$ cat src/pesr_pkg.sv
package pesr_pkg;

  // Command opcodes seen on the serial link
  localparam logic [7:0] OPC_SUSPEND  = 8'h75;
  localparam logic [7:0] OPC_RESUME   = 8'h7A;
  localparam logic [7:0] OPC_CHIP_A   = 8'h60;
  localparam logic [7:0] OPC_CHIP_B   = 8'hC7;
  localparam logic [7:0] OPC_ERASE_4K = 8'h20;
  localparam logic [7:0] OPC_ERASE_32 = 8'h52;
  localparam logic [7:0] OPC_ERASE_64 = 8'hD8;
  localparam logic [7:0] OPC_PROGRAM  = 8'h02;
  localparam logic [7:0] OPC_WREN     = 8'h06;
  localparam logic [7:0] OPC_WRDI     = 8'h04;
  localparam logic [7:0] OPC_WRSR     = 8'h01;
  localparam logic [7:0] OPC_RDSR     = 8'h05;

  // Frame lengths in whole bytes, opcode included
  localparam logic [2:0] PROG_MIN_BYTES  = 3'h5;
  localparam logic [2:0] ERASE_MIN_BYTES = 3'h4;
  localparam logic [2:0] NBYTES_MAX      = 3'h5;

  // Region masks: bits that select a page or block
  localparam logic [23:0] MASK_PAGE = 24'hFFFF00;
  localparam logic [23:0] MASK_4K   = 24'hFFF000;
  localparam logic [23:0] MASK_32K  = 24'hFF8000;
  localparam logic [23:0] MASK_64K  = 24'hFF0000;

  // Timing: settle time after a resume, in ns and in cycles
  localparam int unsigned CLK_PERIOD_NS     = 100;
  localparam int unsigned RESUME_SETTLE_NS  = 1000;
  localparam int unsigned RESUME_SETTLE_CYC =
    (RESUME_SETTLE_NS + CLK_PERIOD_NS - 1) / CLK_PERIOD_NS;

  typedef enum logic [1:0] {SPAN_PAGE, SPAN_4K, SPAN_32K, SPAN_64K}
    pesr_span_t;
  typedef enum logic [1:0] {KIND_NONE, KIND_PROG, KIND_BERASE, KIND_CERASE}
    pesr_kind_t;
  typedef enum {ST_IDLE, ST_PROG, ST_ERASE, ST_CHIP, ST_PROG_ES}
    pesr_state_t;
  typedef enum {ACT_NONE, ACT_SUSPEND, ACT_RESUME_P, ACT_RESUME_E,
                ACT_START_P, ACT_START_E, ACT_START_C, ACT_ABORT,
                ACT_IGNORE, ACT_WREN, ACT_WRDI} pesr_act_t;

  // One chip-select frame as received
  typedef struct packed {
    logic [7:0]  opcode;
    logic [23:0] addr;
    logic [2:0]  nbytes;
    logic        aligned;
  } pesr_frame_t;

  // Flags shown to the status logic
  typedef struct packed {
    logic write_enable_latch;
    logic ready_busy_flag;
    logic suspend_flag;
    logic program_suspended_flag;
    logic erase_suspended_flag;
  } pesr_flags_t;

  // Command to the program/erase engine
  typedef struct packed {
    logic        run;
    logic        start;
    pesr_kind_t  kind;
    pesr_span_t  span;
    logic [23:0] addr;
  } pesr_opcmd_t;

  localparam pesr_flags_t FLAGS_RST = '0;
  localparam pesr_opcmd_t OPCMD_RST = '0;

  // True when address a lies in the region of b of the given span
  function automatic logic pesr_hits(input logic [23:0] a,
                                     input logic [23:0] b,
                                     input pesr_span_t  s);
    logic [23:0] m;
    case (s)
      SPAN_PAGE: m = MASK_PAGE;
      SPAN_4K:   m = MASK_4K;
      SPAN_32K:  m = MASK_32K;
      default:   m = MASK_64K;
    endcase
    return ((a ^ b) & m) == 24'h000000;
  endfunction : pesr_hits

endpackage : pesr_pkg

$ cat src/pesr_spi_rx.sv
module pesr_spi_rx
  import pesr_pkg::*;
(
  // Clock and reset
  input  wire logic  clk,
  input  wire logic  srst,
  // Serial pins, asynchronous to clk
  input  wire logic  spi_cs_n,
  input  wire logic  spi_sck,
  input  wire logic  spi_mosi,
  // Frame summary at chip-select release
  output pesr_frame_t frame,
  output logic        frame_v
);

  logic [2:0]  cs_q;
  logic [2:0]  sck_q;
  logic [1:0]  mosi_q;
  logic [2:0]  bit_q;
  logic [2:0]  nbytes_q;
  logic [7:0]  byte_q;
  logic [7:0]  op_q;
  logic [23:0] addr_q;
  logic        cs_fall;
  logic        cs_rise;
  logic        sck_rise;
  logic [7:0]  shift_in;

  // Two-stage synchronisers; third stage only for edge finding
  always_ff @(posedge clk)
  begin
    if (srst)
    begin
      cs_q   <= 3'h7;
      sck_q  <= 3'h0;
      mosi_q <= 2'h0;
    end
    else
    begin
      cs_q   <= {cs_q[1:0], spi_cs_n};
      sck_q  <= {sck_q[1:0], spi_sck};
      mosi_q <= {mosi_q[0], spi_mosi};
    end
  end

  // Edges seen from settled stages only
  assign cs_fall  = !cs_q[1] && cs_q[2];
  assign cs_rise  = cs_q[1] && !cs_q[2];
  assign sck_rise = sck_q[1] && !sck_q[2] && !cs_q[1];
  assign shift_in = {byte_q[6:0], mosi_q[1]};

  // Bit and byte counting; bytes past the address are dropped
  always_ff @(posedge clk)
  begin
    if (srst || cs_fall)
    begin
      bit_q    <= 3'h0;
      nbytes_q <= 3'h0;
      byte_q   <= 8'h00;
      op_q     <= 8'h00;
      addr_q   <= 24'h000000;
    end
    else if (sck_rise)
    begin
      bit_q  <= bit_q + 3'h1;
      byte_q <= shift_in;
      if (bit_q == 3'h7)
      begin
        if (nbytes_q == 3'h0)
          op_q <= shift_in;
        else if (nbytes_q < ERASE_MIN_BYTES)
          addr_q <= {addr_q[15:0], shift_in};
        if (nbytes_q != NBYTES_MAX)
          nbytes_q <= nbytes_q + 3'h1;
      end
    end
  end

  // Frame report: a one-cycle pulse when chip select rises
  always_ff @(posedge clk)
  begin
    if (srst)
    begin
      frame_v <= 1'b0;
      frame   <= '0;
    end
    else
    begin
      frame_v <= cs_rise;
      frame   <= {op_q, addr_q, nbytes_q,
                  (bit_q == 3'h0) && (nbytes_q != 3'h0)};
    end
  end

endmodule : pesr_spi_rx

$ cat src/pesr_seq.sv
// Operation
// - Suspend is one opcode without address; trailing bytes are ignored.
// - Suspend during a whole-array erase does nothing.
// - A program may start while an erase is held suspended.
// - Such a program cannot be suspended; suspend is then ignored.
// - Suspend needs no write enable latch.
// - Valid suspend halts operation, sets its suspend flag, shows ready.
// - Suspend acts only on a whole opcode ending on a byte boundary.
// - Reads inside the suspended page or block give undefined data.
// - Program into an erase-suspended block aborts and clears the latch.
// - Block erase covering the program-suspended page aborts and clears latch.
// - Disallowed commands during suspension are ignored; latch untouched.
// - Permitted commands such as status read still work when suspended.
// - Resume is one opcode without address; trailing bytes are ignored.
// - Resume acts only when suspended and ready; otherwise ignored.
// - Resume needs no write enable latch.
// - Valid resume continues operation, clears its flag, shows busy.
// - Resume acts only on a whole opcode ending on a byte boundary.
// - With both suspended, resume restarts program first, then erase.
// - Suspend is ignored while a resume is still settling.
// - Two whole-array erase opcodes exist; neither is suspendable.
// - Three block erase opcodes choose 4, 32 or 64 kB regions.
module pesr_seq
  import pesr_pkg::*;
#(
  parameter int unsigned SETTLE_CYCLES = RESUME_SETTLE_CYC
)
(
  // Clock and reset
  input  wire logic   clk,
  input  wire logic   srst,
  // Serial pins
  input  wire logic   spi_cs_n,
  input  wire logic   spi_sck,
  input  wire logic   spi_mosi,
  // Program/erase engine
  input  wire logic   eng_done,
  output pesr_opcmd_t eng_cmd,
  // Array read path
  input  wire logic   rd_active,
  input  wire logic [23:0] rd_addr,
  output logic        rd_undef,
  // Status flags and command outcome
  output pesr_flags_t flags,
  output logic        cmd_aborted,
  output logic        cmd_ignored
);

  // Counter is eight bits wide
  if (SETTLE_CYCLES < 1 || SETTLE_CYCLES > 255)
  begin : g_bad_settle
    $error("SETTLE_CYCLES must lie in 1..255");
  end

  pesr_frame_t frame;
  logic        frame_v;
  pesr_act_t   act;
  pesr_state_t state_q;
  pesr_state_t state_d;
  pesr_flags_t flags_d;
  logic [7:0]  settle_q;
  logic [23:0] ps_addr_q;
  logic [23:0] es_addr_q;
  pesr_span_t  es_span_q;
  logic        running;
  logic        susp_any;
  logic        is_berase;
  logic        is_chip;
  pesr_span_t  op_span;

  pesr_spi_rx u_pesr_spi_rx (
    .clk      (clk),
    .srst     (srst),
    .spi_cs_n (spi_cs_n),
    .spi_sck  (spi_sck),
    .spi_mosi (spi_mosi),
    .frame    (frame),
    .frame_v  (frame_v)
  );

  // Opcode classes
  // two chip opcodes
  assign is_chip   = frame.opcode == OPC_CHIP_A || frame.opcode == OPC_CHIP_B;
  assign is_berase = frame.opcode == OPC_ERASE_4K ||
                     frame.opcode == OPC_ERASE_32 ||
                     frame.opcode == OPC_ERASE_64;
  assign op_span   = frame.opcode == OPC_ERASE_4K ? SPAN_4K :
                     frame.opcode == OPC_ERASE_32 ? SPAN_32K : SPAN_64K;
  assign susp_any  = flags.erase_suspended_flag |
                     flags.program_suspended_flag;
  // A finishing operation can no longer be halted
  assign running   = eng_cmd.run && !eng_done;

  // Command decision at the end of each frame
  always_comb
  begin
    act = ACT_NONE;
    if (frame_v)
    begin
      if (!frame.aligned)
        act = ACT_NONE;
      else if (frame.opcode == OPC_SUSPEND)
      begin
        if (running && settle_q == 8'h00 &&
            (state_q == ST_PROG || state_q == ST_ERASE))
          act = ACT_SUSPEND;
      end
      else if (frame.opcode == OPC_RESUME)
      begin
        if (susp_any && !flags.ready_busy_flag)
          act = flags.program_suspended_flag ? ACT_RESUME_P : ACT_RESUME_E;
      end
      else if (flags.ready_busy_flag)
        act = ACT_NONE;
      else if (frame.opcode == OPC_WREN)
        act = ACT_WREN;
      else if (frame.opcode == OPC_WRDI)
        act = ACT_WRDI;
      else if (frame.opcode == OPC_PROGRAM)
      begin
        if (frame.nbytes < PROG_MIN_BYTES || !flags.write_enable_latch)
          act = ACT_NONE;
        else if (flags.program_suspended_flag)
          act = ACT_IGNORE;
        else if (flags.erase_suspended_flag &&
                 pesr_hits(frame.addr, es_addr_q, es_span_q))
          act = ACT_ABORT;
        else
          act = ACT_START_P;
      end
      else if (is_berase)
      begin
        if (frame.nbytes < ERASE_MIN_BYTES || !flags.write_enable_latch)
          act = ACT_NONE;
        else if (flags.program_suspended_flag &&
                 pesr_hits(ps_addr_q, frame.addr, op_span))
          act = ACT_ABORT;
        else if (susp_any)
          act = ACT_IGNORE;
        else
          act = ACT_START_E;
      end
      else if (is_chip)
      begin
        if (!flags.write_enable_latch)
          act = ACT_NONE;
        else if (susp_any)
          act = ACT_IGNORE;
        else
          act = ACT_START_C;
      end
      else if (frame.opcode == OPC_WRSR && susp_any)
        act = ACT_IGNORE;
      // status read left to its own path
      else if (frame.opcode == OPC_RDSR)
        act = ACT_NONE;
    end
  end

  // Next operation state
  always_comb
  begin
    state_d = state_q;
    case (act)
      ACT_SUSPEND:  state_d = ST_IDLE;
      ACT_RESUME_P: state_d = flags.erase_suspended_flag ? ST_PROG_ES
                                                         : ST_PROG;
      ACT_RESUME_E: state_d = ST_ERASE;
      ACT_START_P:  state_d = flags.erase_suspended_flag ? ST_PROG_ES
                                                         : ST_PROG;
      ACT_START_E:  state_d = ST_ERASE;
      ACT_START_C:  state_d = ST_CHIP;
      default:
      begin
        if (eng_done)
          state_d = ST_IDLE;
      end
    endcase
  end

  // Next flag values; busy follows the operation state
  always_comb
  begin
    flags_d = flags;
    case (act)
      ACT_WREN:
        flags_d.write_enable_latch = 1'b1;
      ACT_WRDI, ACT_ABORT, ACT_START_P, ACT_START_E, ACT_START_C:
        flags_d.write_enable_latch = 1'b0;
      ACT_SUSPEND:
      begin
        if (state_q == ST_PROG)
          flags_d.program_suspended_flag = 1'b1;
        else
          flags_d.erase_suspended_flag = 1'b1;
      end
      ACT_RESUME_P:
        flags_d.program_suspended_flag = 1'b0;
      ACT_RESUME_E:
        flags_d.erase_suspended_flag = 1'b0;
      default:
      begin
        if (eng_done)
          flags_d.write_enable_latch = 1'b0;
      end
    endcase
    flags_d.ready_busy_flag = state_d != ST_IDLE;
    flags_d.suspend_flag    = flags_d.erase_suspended_flag |
                              flags_d.program_suspended_flag;
  end

  // State and flags registers
  always_ff @(posedge clk)
  begin
    if (srst)
    begin
      state_q <= ST_IDLE;
      flags   <= FLAGS_RST;
    end
    else
    begin
      state_q <= state_d;
      flags   <= flags_d;
    end
  end

  // Engine command; a resume raises run without start
  always_ff @(posedge clk)
  begin
    if (srst)
      eng_cmd <= OPCMD_RST;
    else
    begin
      eng_cmd.run   <= state_d != ST_IDLE;
      eng_cmd.start <= act == ACT_START_P || act == ACT_START_E ||
                       act == ACT_START_C;
      case (act)
        ACT_START_P:
        begin
          eng_cmd.kind <= KIND_PROG;
          eng_cmd.span <= SPAN_PAGE;
          eng_cmd.addr <= frame.addr;
        end
        ACT_START_E:
        begin
          eng_cmd.kind <= KIND_BERASE;
          eng_cmd.span <= op_span;
          eng_cmd.addr <= frame.addr;
        end
        ACT_START_C:
          eng_cmd.kind <= KIND_CERASE;
        ACT_RESUME_P:
        begin
          eng_cmd.kind <= KIND_PROG;
          eng_cmd.span <= SPAN_PAGE;
          eng_cmd.addr <= ps_addr_q;
        end
        ACT_RESUME_E:
        begin
          eng_cmd.kind <= KIND_BERASE;
          eng_cmd.span <= es_span_q;
          eng_cmd.addr <= es_addr_q;
        end
        default:
        begin
          if (state_d == ST_IDLE)
            eng_cmd.kind <= KIND_NONE;
        end
      endcase
    end
  end

  // Context of the suspended operations
  always_ff @(posedge clk)
  begin
    if (srst)
    begin
      ps_addr_q <= 24'h000000;
      es_addr_q <= 24'h000000;
      es_span_q <= SPAN_4K;
    end
    else if (act == ACT_SUSPEND)
    begin
      if (state_q == ST_PROG)
        ps_addr_q <= eng_cmd.addr;
      else
      begin
        es_addr_q <= eng_cmd.addr;
        es_span_q <= eng_cmd.span;
      end
    end
  end

  // Settle window after a resume; suspend is ignored inside it
  // settle countdown
  always_ff @(posedge clk)
  begin
    if (srst)
      settle_q <= 8'h00;
    else if (act == ACT_RESUME_P || act == ACT_RESUME_E)
      settle_q <= 8'(SETTLE_CYCLES);
    else if (settle_q != 8'h00)
      settle_q <= settle_q - 8'h01;
  end

  // Read guard; one cycle late, the read path must allow for it
  // suspended region read
  always_ff @(posedge clk)
  begin
    if (srst)
      rd_undef <= 1'b0;
    else
      rd_undef <= rd_active &&
        ((flags.program_suspended_flag &&
          pesr_hits(rd_addr, ps_addr_q, SPAN_PAGE)) ||
         (flags.erase_suspended_flag &&
          pesr_hits(rd_addr, es_addr_q, es_span_q)));
  end

  // Outcome pulses
  always_ff @(posedge clk)
  begin
    if (srst)
    begin
      cmd_aborted <= 1'b0;
      cmd_ignored <= 1'b0;
    end
    else
    begin
      cmd_aborted <= act == ACT_ABORT;
      cmd_ignored <= act == ACT_IGNORE;
    end
  end
endmodule : pesr_seq

$ cat config.mk
export PLATFORM = sky130hd
export DESIGN_NAME = pesr_seq
export DESIGN_NICKNAME = d
export VERILOG_FILES = /design/src/pesr_pkg.sv /design/src/pesr_spi_rx.sv /design/src/pesr_seq.sv
export SDC_FILE = /design/constraint.sdc
export NUM_CORES = 1
export LEC_CHECK = 0
export ABC_AREA = 1
export BUFFER_PORTS_ARGS = -buffer_cell sky130_fd_sc_hd__buf_4
export CAP_MARGIN = 5
export CORE_ASPECT_RATIO = 1.2
export CORE_MARGIN = 2
export CORE_UTILIZATION = 30
export CTS_BUF_LIST = sky130_fd_sc_hd__clkbuf_4 sky130_fd_sc_hd__clkbuf_8
export CTS_CLUSTER_SIZE = 28
export DETAILED_ROUTE_END_ITERATION = 16
export SLEW_MARGIN = 40
export SYNTH_ARGS = -nofsm -noshare
export SYNTH_HDL_FRONTEND = slang
export SYNTH_HIERARCHICAL = 1
export SYNTH_SLANG_ARGS = --single-unit
$ cat constraint.sdc
create_clock -name clk -period 2.7 [get_ports clk]
set_input_delay 0.54 -clock clk [delete_from_list [all_inputs] [get_ports clk]]
set_output_delay 0.54 -clock clk [all_outputs]
set_load 0.01 [all_outputs]
==> flow_metrics.py <==
metrics = {
    "yosys": {
        "synth_cell_types": 51,
        "yosysWarnings": 6,
        "synth.area.top_cells": "dfxtp_1 44%, nor2_1 9.3%, inv_1 8.4%",
        "syn_area_um2": 9791,
        "synth_ff_type": "dfxtp_1",
        "synth_seq_cells": 217,
        "synthArstFlopShare": 0,
        "yosys.area.top_type": "dfxtp_1",
        "synth_cells": 1360,
        "synth_seq_area_share": 0.4437,
        "synth_common_cells": "243 x nor2_1, 220 x inv_1, 217 x dfxtp_1, 211 x nand2_1, 83 x nand3_1",
        "syn_area_per_cell_um2": 7.199,
        "synth-edff-count": 0,
        "syn_nets": 1398,
        "netlist.area_leader.share": 0.4437,
        "yosysMostFrequentCell": "nor2_1",
    },
    "global_routing": {
        "grt-ovfl-total": 0,
        "antenna_found_initial": 0,
        "grt_start_max_net_pins": 97,
        "grt_pass1_vias": 8369,
        "grt_pass1_wl_um": 42710,
        "grt_usage": 0.1544,
    },
    "cts": {
        "htreeDepth": 2,
        "cts_buffers": 36,
        "clockRootBuffer": "clkbuf_8",
        "clk_pin_slew_worst_paths_ns": 0.07,
        "clk_latency_ns": 0.54,
        "cts_tree": "yes",
        "clockBufferDepth": 3,
        "cts_hold_buf": 0,
        "clock_sinks": 217,
    },
    "critical_path": {
        "worst-path-max-fanout": 7,
        "required_ns": 3.13,
        "cp.arrival_ns": 3.12,
        "r2r_slack_ns": 0.01,
        "path_class": "register to register",
        "cp-end-kind": "register",
        "worstSetupStartpointType": "register",
    },
    "routing": {
        "vias_per_cell": 4.726,
        "first_pass_iters": 5,
        "vias": 9207,
        "final_antenna_net_count": 0,
        "wire_per_inst_um": 14.69,
        "wl_um": 28620,
        "dr.first_iter.drc_count": 637,
        "remaining_drc_errors": 0,
    },
    "final_layout": {
        "n_fill_cell": 3211,
        "multi_input_area_um2": 4826,
        "finish.utilization": 0.4067,
        "areaGrowthSynthToFinish_pct": 33.61,
        "final_area_um2": 13080,
        "final-seq-area_um2": 4384,
        "nets": 1552,
        "antenna_cells": 0,
        "drive_above_1_share": 0.2816,
    },
    "timing": {
        "finalSetupTns_ns": 0,
        "rsz0062_at_grt": "true",
        "finalSetupViolCount": 0,
        "layout_min_cycle_time_ns": 2.688,
        "min_period_over_period": 0.9957,
        "relSlewSlack": 0.6537,
        "hold_viol_final": 0,
        "tightest_slew_ns": 0.5194,
        "fmax_ghz": 0.3720,
        "holdWs_ns": 0.1953,
        "drv_slew": 0,
        "worst_clock_skew_ns": 0.02633,
    },
    "pwr": {
        "p_leak_nw": 5.524,
        "powerDensity_nw_per_um2": 561.6,
        "vdd_drop_max_mv": 0.2153,
    },
    "placement": {
        "dpl.hpwl_um": 18690,
        "dpl_cell_area_um2": 11330,
        "portBuffers": 60,
        "routabilityCongestion": 0.8360,
    },
    "flow_run": {
        "drv_cap": 0,
    },
    "die": {
        "die_w_um": 168.9,
        "initial_core_util": 0.3044,
        "num_rows": 72,
        "dieArea_um2": 34100,
        "design.core.area_um2": 32160,
        "die_height_um": 201.9,
        "ioPinCount": 69,
    },
    "min_path": {
        "hold_class": "input pin to register",
    },
    "run_status": {
        "outcome": "completed",
    },
}
==> layout make-up <==
cell class / instances / share of cell area
inverter: 233 / 0.06801
tap: 407 / 0.03893
timing repair buffer: 174 / 0.1207
sequential: 217 / 0.3352
timing repair inverter: 1 / 0.0006695
clock buffer: 54 / 0.05155
clock inverter: 11 / 0.01607
multi-input combinational: 851 / 0.3689
==> worst paths after layout <==
check | from | depth (start not counted) | endpoint
max | ps_addr_q[23] | 22 | ps_addr_q[14]
min | spi_cs_n | 2 | u_pesr_spi_rx/cs_q[0]
max reg2reg | ps_addr_q[23] | 22 | ps_addr_q[14]
min reg2reg | u_pesr_spi_rx/sck_q[0] | 2 | u_pesr_spi_rx/sck_q[1]
==> placed cells by master, fill, tap and decap left out, drive strengths merged, types with 8 or more instances in the layout <==
cell type and instances:
o22ai 28, xnor2 10, dfxtp 217, or2 8, nand2 227, nand3 89
clkbuf 60, a311oi 15, a21oi 38, inv 233, nor2 250, nand4 12
xor2 13, a211oi 48, buf 168, nor3 40, o21ai 30, a31oi 10
==> logic make-up (layout without fill, tap and decap cells) <==
logic type      Yosys count  count (layout)  share of synthesized area
flops                   217             217                     0.4437
compound gates          190             190                     0.1306
xor+xnor                 23              23                    0.02057
fa+ha+maj                 7               7                   0.008945
buf+inv                 292             473                     0.1173
simple gates            631             631                     0.2789
==> power by group <==
part / total, mW / internal [mW] / switching [mW] / leakage (nW)
sequential: 3.31 / 3.26 / 0.0491 / 1.76
combinational: 0.503 / 0.208 / 0.294 / 3.30
clock: 3.53 / 2.18 / 1.35 / 0.457
total: 7.35 / 5.65 / 1.70 / 5.52
==> through the flow <==
step / power (mW) / instances / setup slack, ns
final: 7.346 / 1948 / 0.01155
after global placement: 3.855 / 1863 / 0.01010
after CTS: 7.414 / 1928 / -0.0004377
after floorplan: 3.715 / 1360 / 0.3076
after global routing: 7.662 / 1948 / -0.1878
after detailed placement: 3.869 / 1863 / -0.02406
==> critical path, stage by stage (launching register included) <==
cell	delay, ns
dfxtp_2	0.33
buf_4	0.13
nand2_1	0.06
nand2_1	0.06
nor2_2	0.09
nand3_2	0.09
nor2_1	0.11
buf_4	0.13
nand2_2	0.07
nand2_2	0.07
nand2_2	0.06
nand2_2	0.06
nand2_2	0.06
nand2_2	0.09
nand2_4	0.08
buf_6	0.13
nor2_4	0.12
inv_2	0.06
nor3_4	0.19
clkinv_4	0.18
clkbuf_16	0.22
o21ai_4	0.12
a21oi_1	0.06
==> per-layer routing <==
| layer | vias to the layer above | global-route usage | routed length, um |
|---|---|---|---|
| met5 | - | 0 | 0 |
| met4 | 0 | 0.05665 | 1009 |
| met3 | 63 | 0.02213 | 1331 |
| met2 | 230 | 0.2643 | 13900 |
| met1 | 4251 | 0.1967 | 12380 |
| li1 | 4663 | - | - |
==> registers in the layout, summed over array words and instances, names as in the netlist, 8 cells and up <==
name and count:
u_pesr_spi_rx/op_q 8, u_pesr_spi_rx/frame 36, es_addr_q 24, settle_q 8, ps_addr_q 24, u_pesr_spi_rx/addr_q 24
eng_cmd 30, state_q 32
==> timing repair <==
action / CTS / global route
endpoints found under the setup margin: 6 / 107
gates resized for setup: 6 / 178
gates cloned: 0 / 9
setup buffers: 0 / 12
pin swaps: 0 / 32
(Power assumes the default switching activity.)
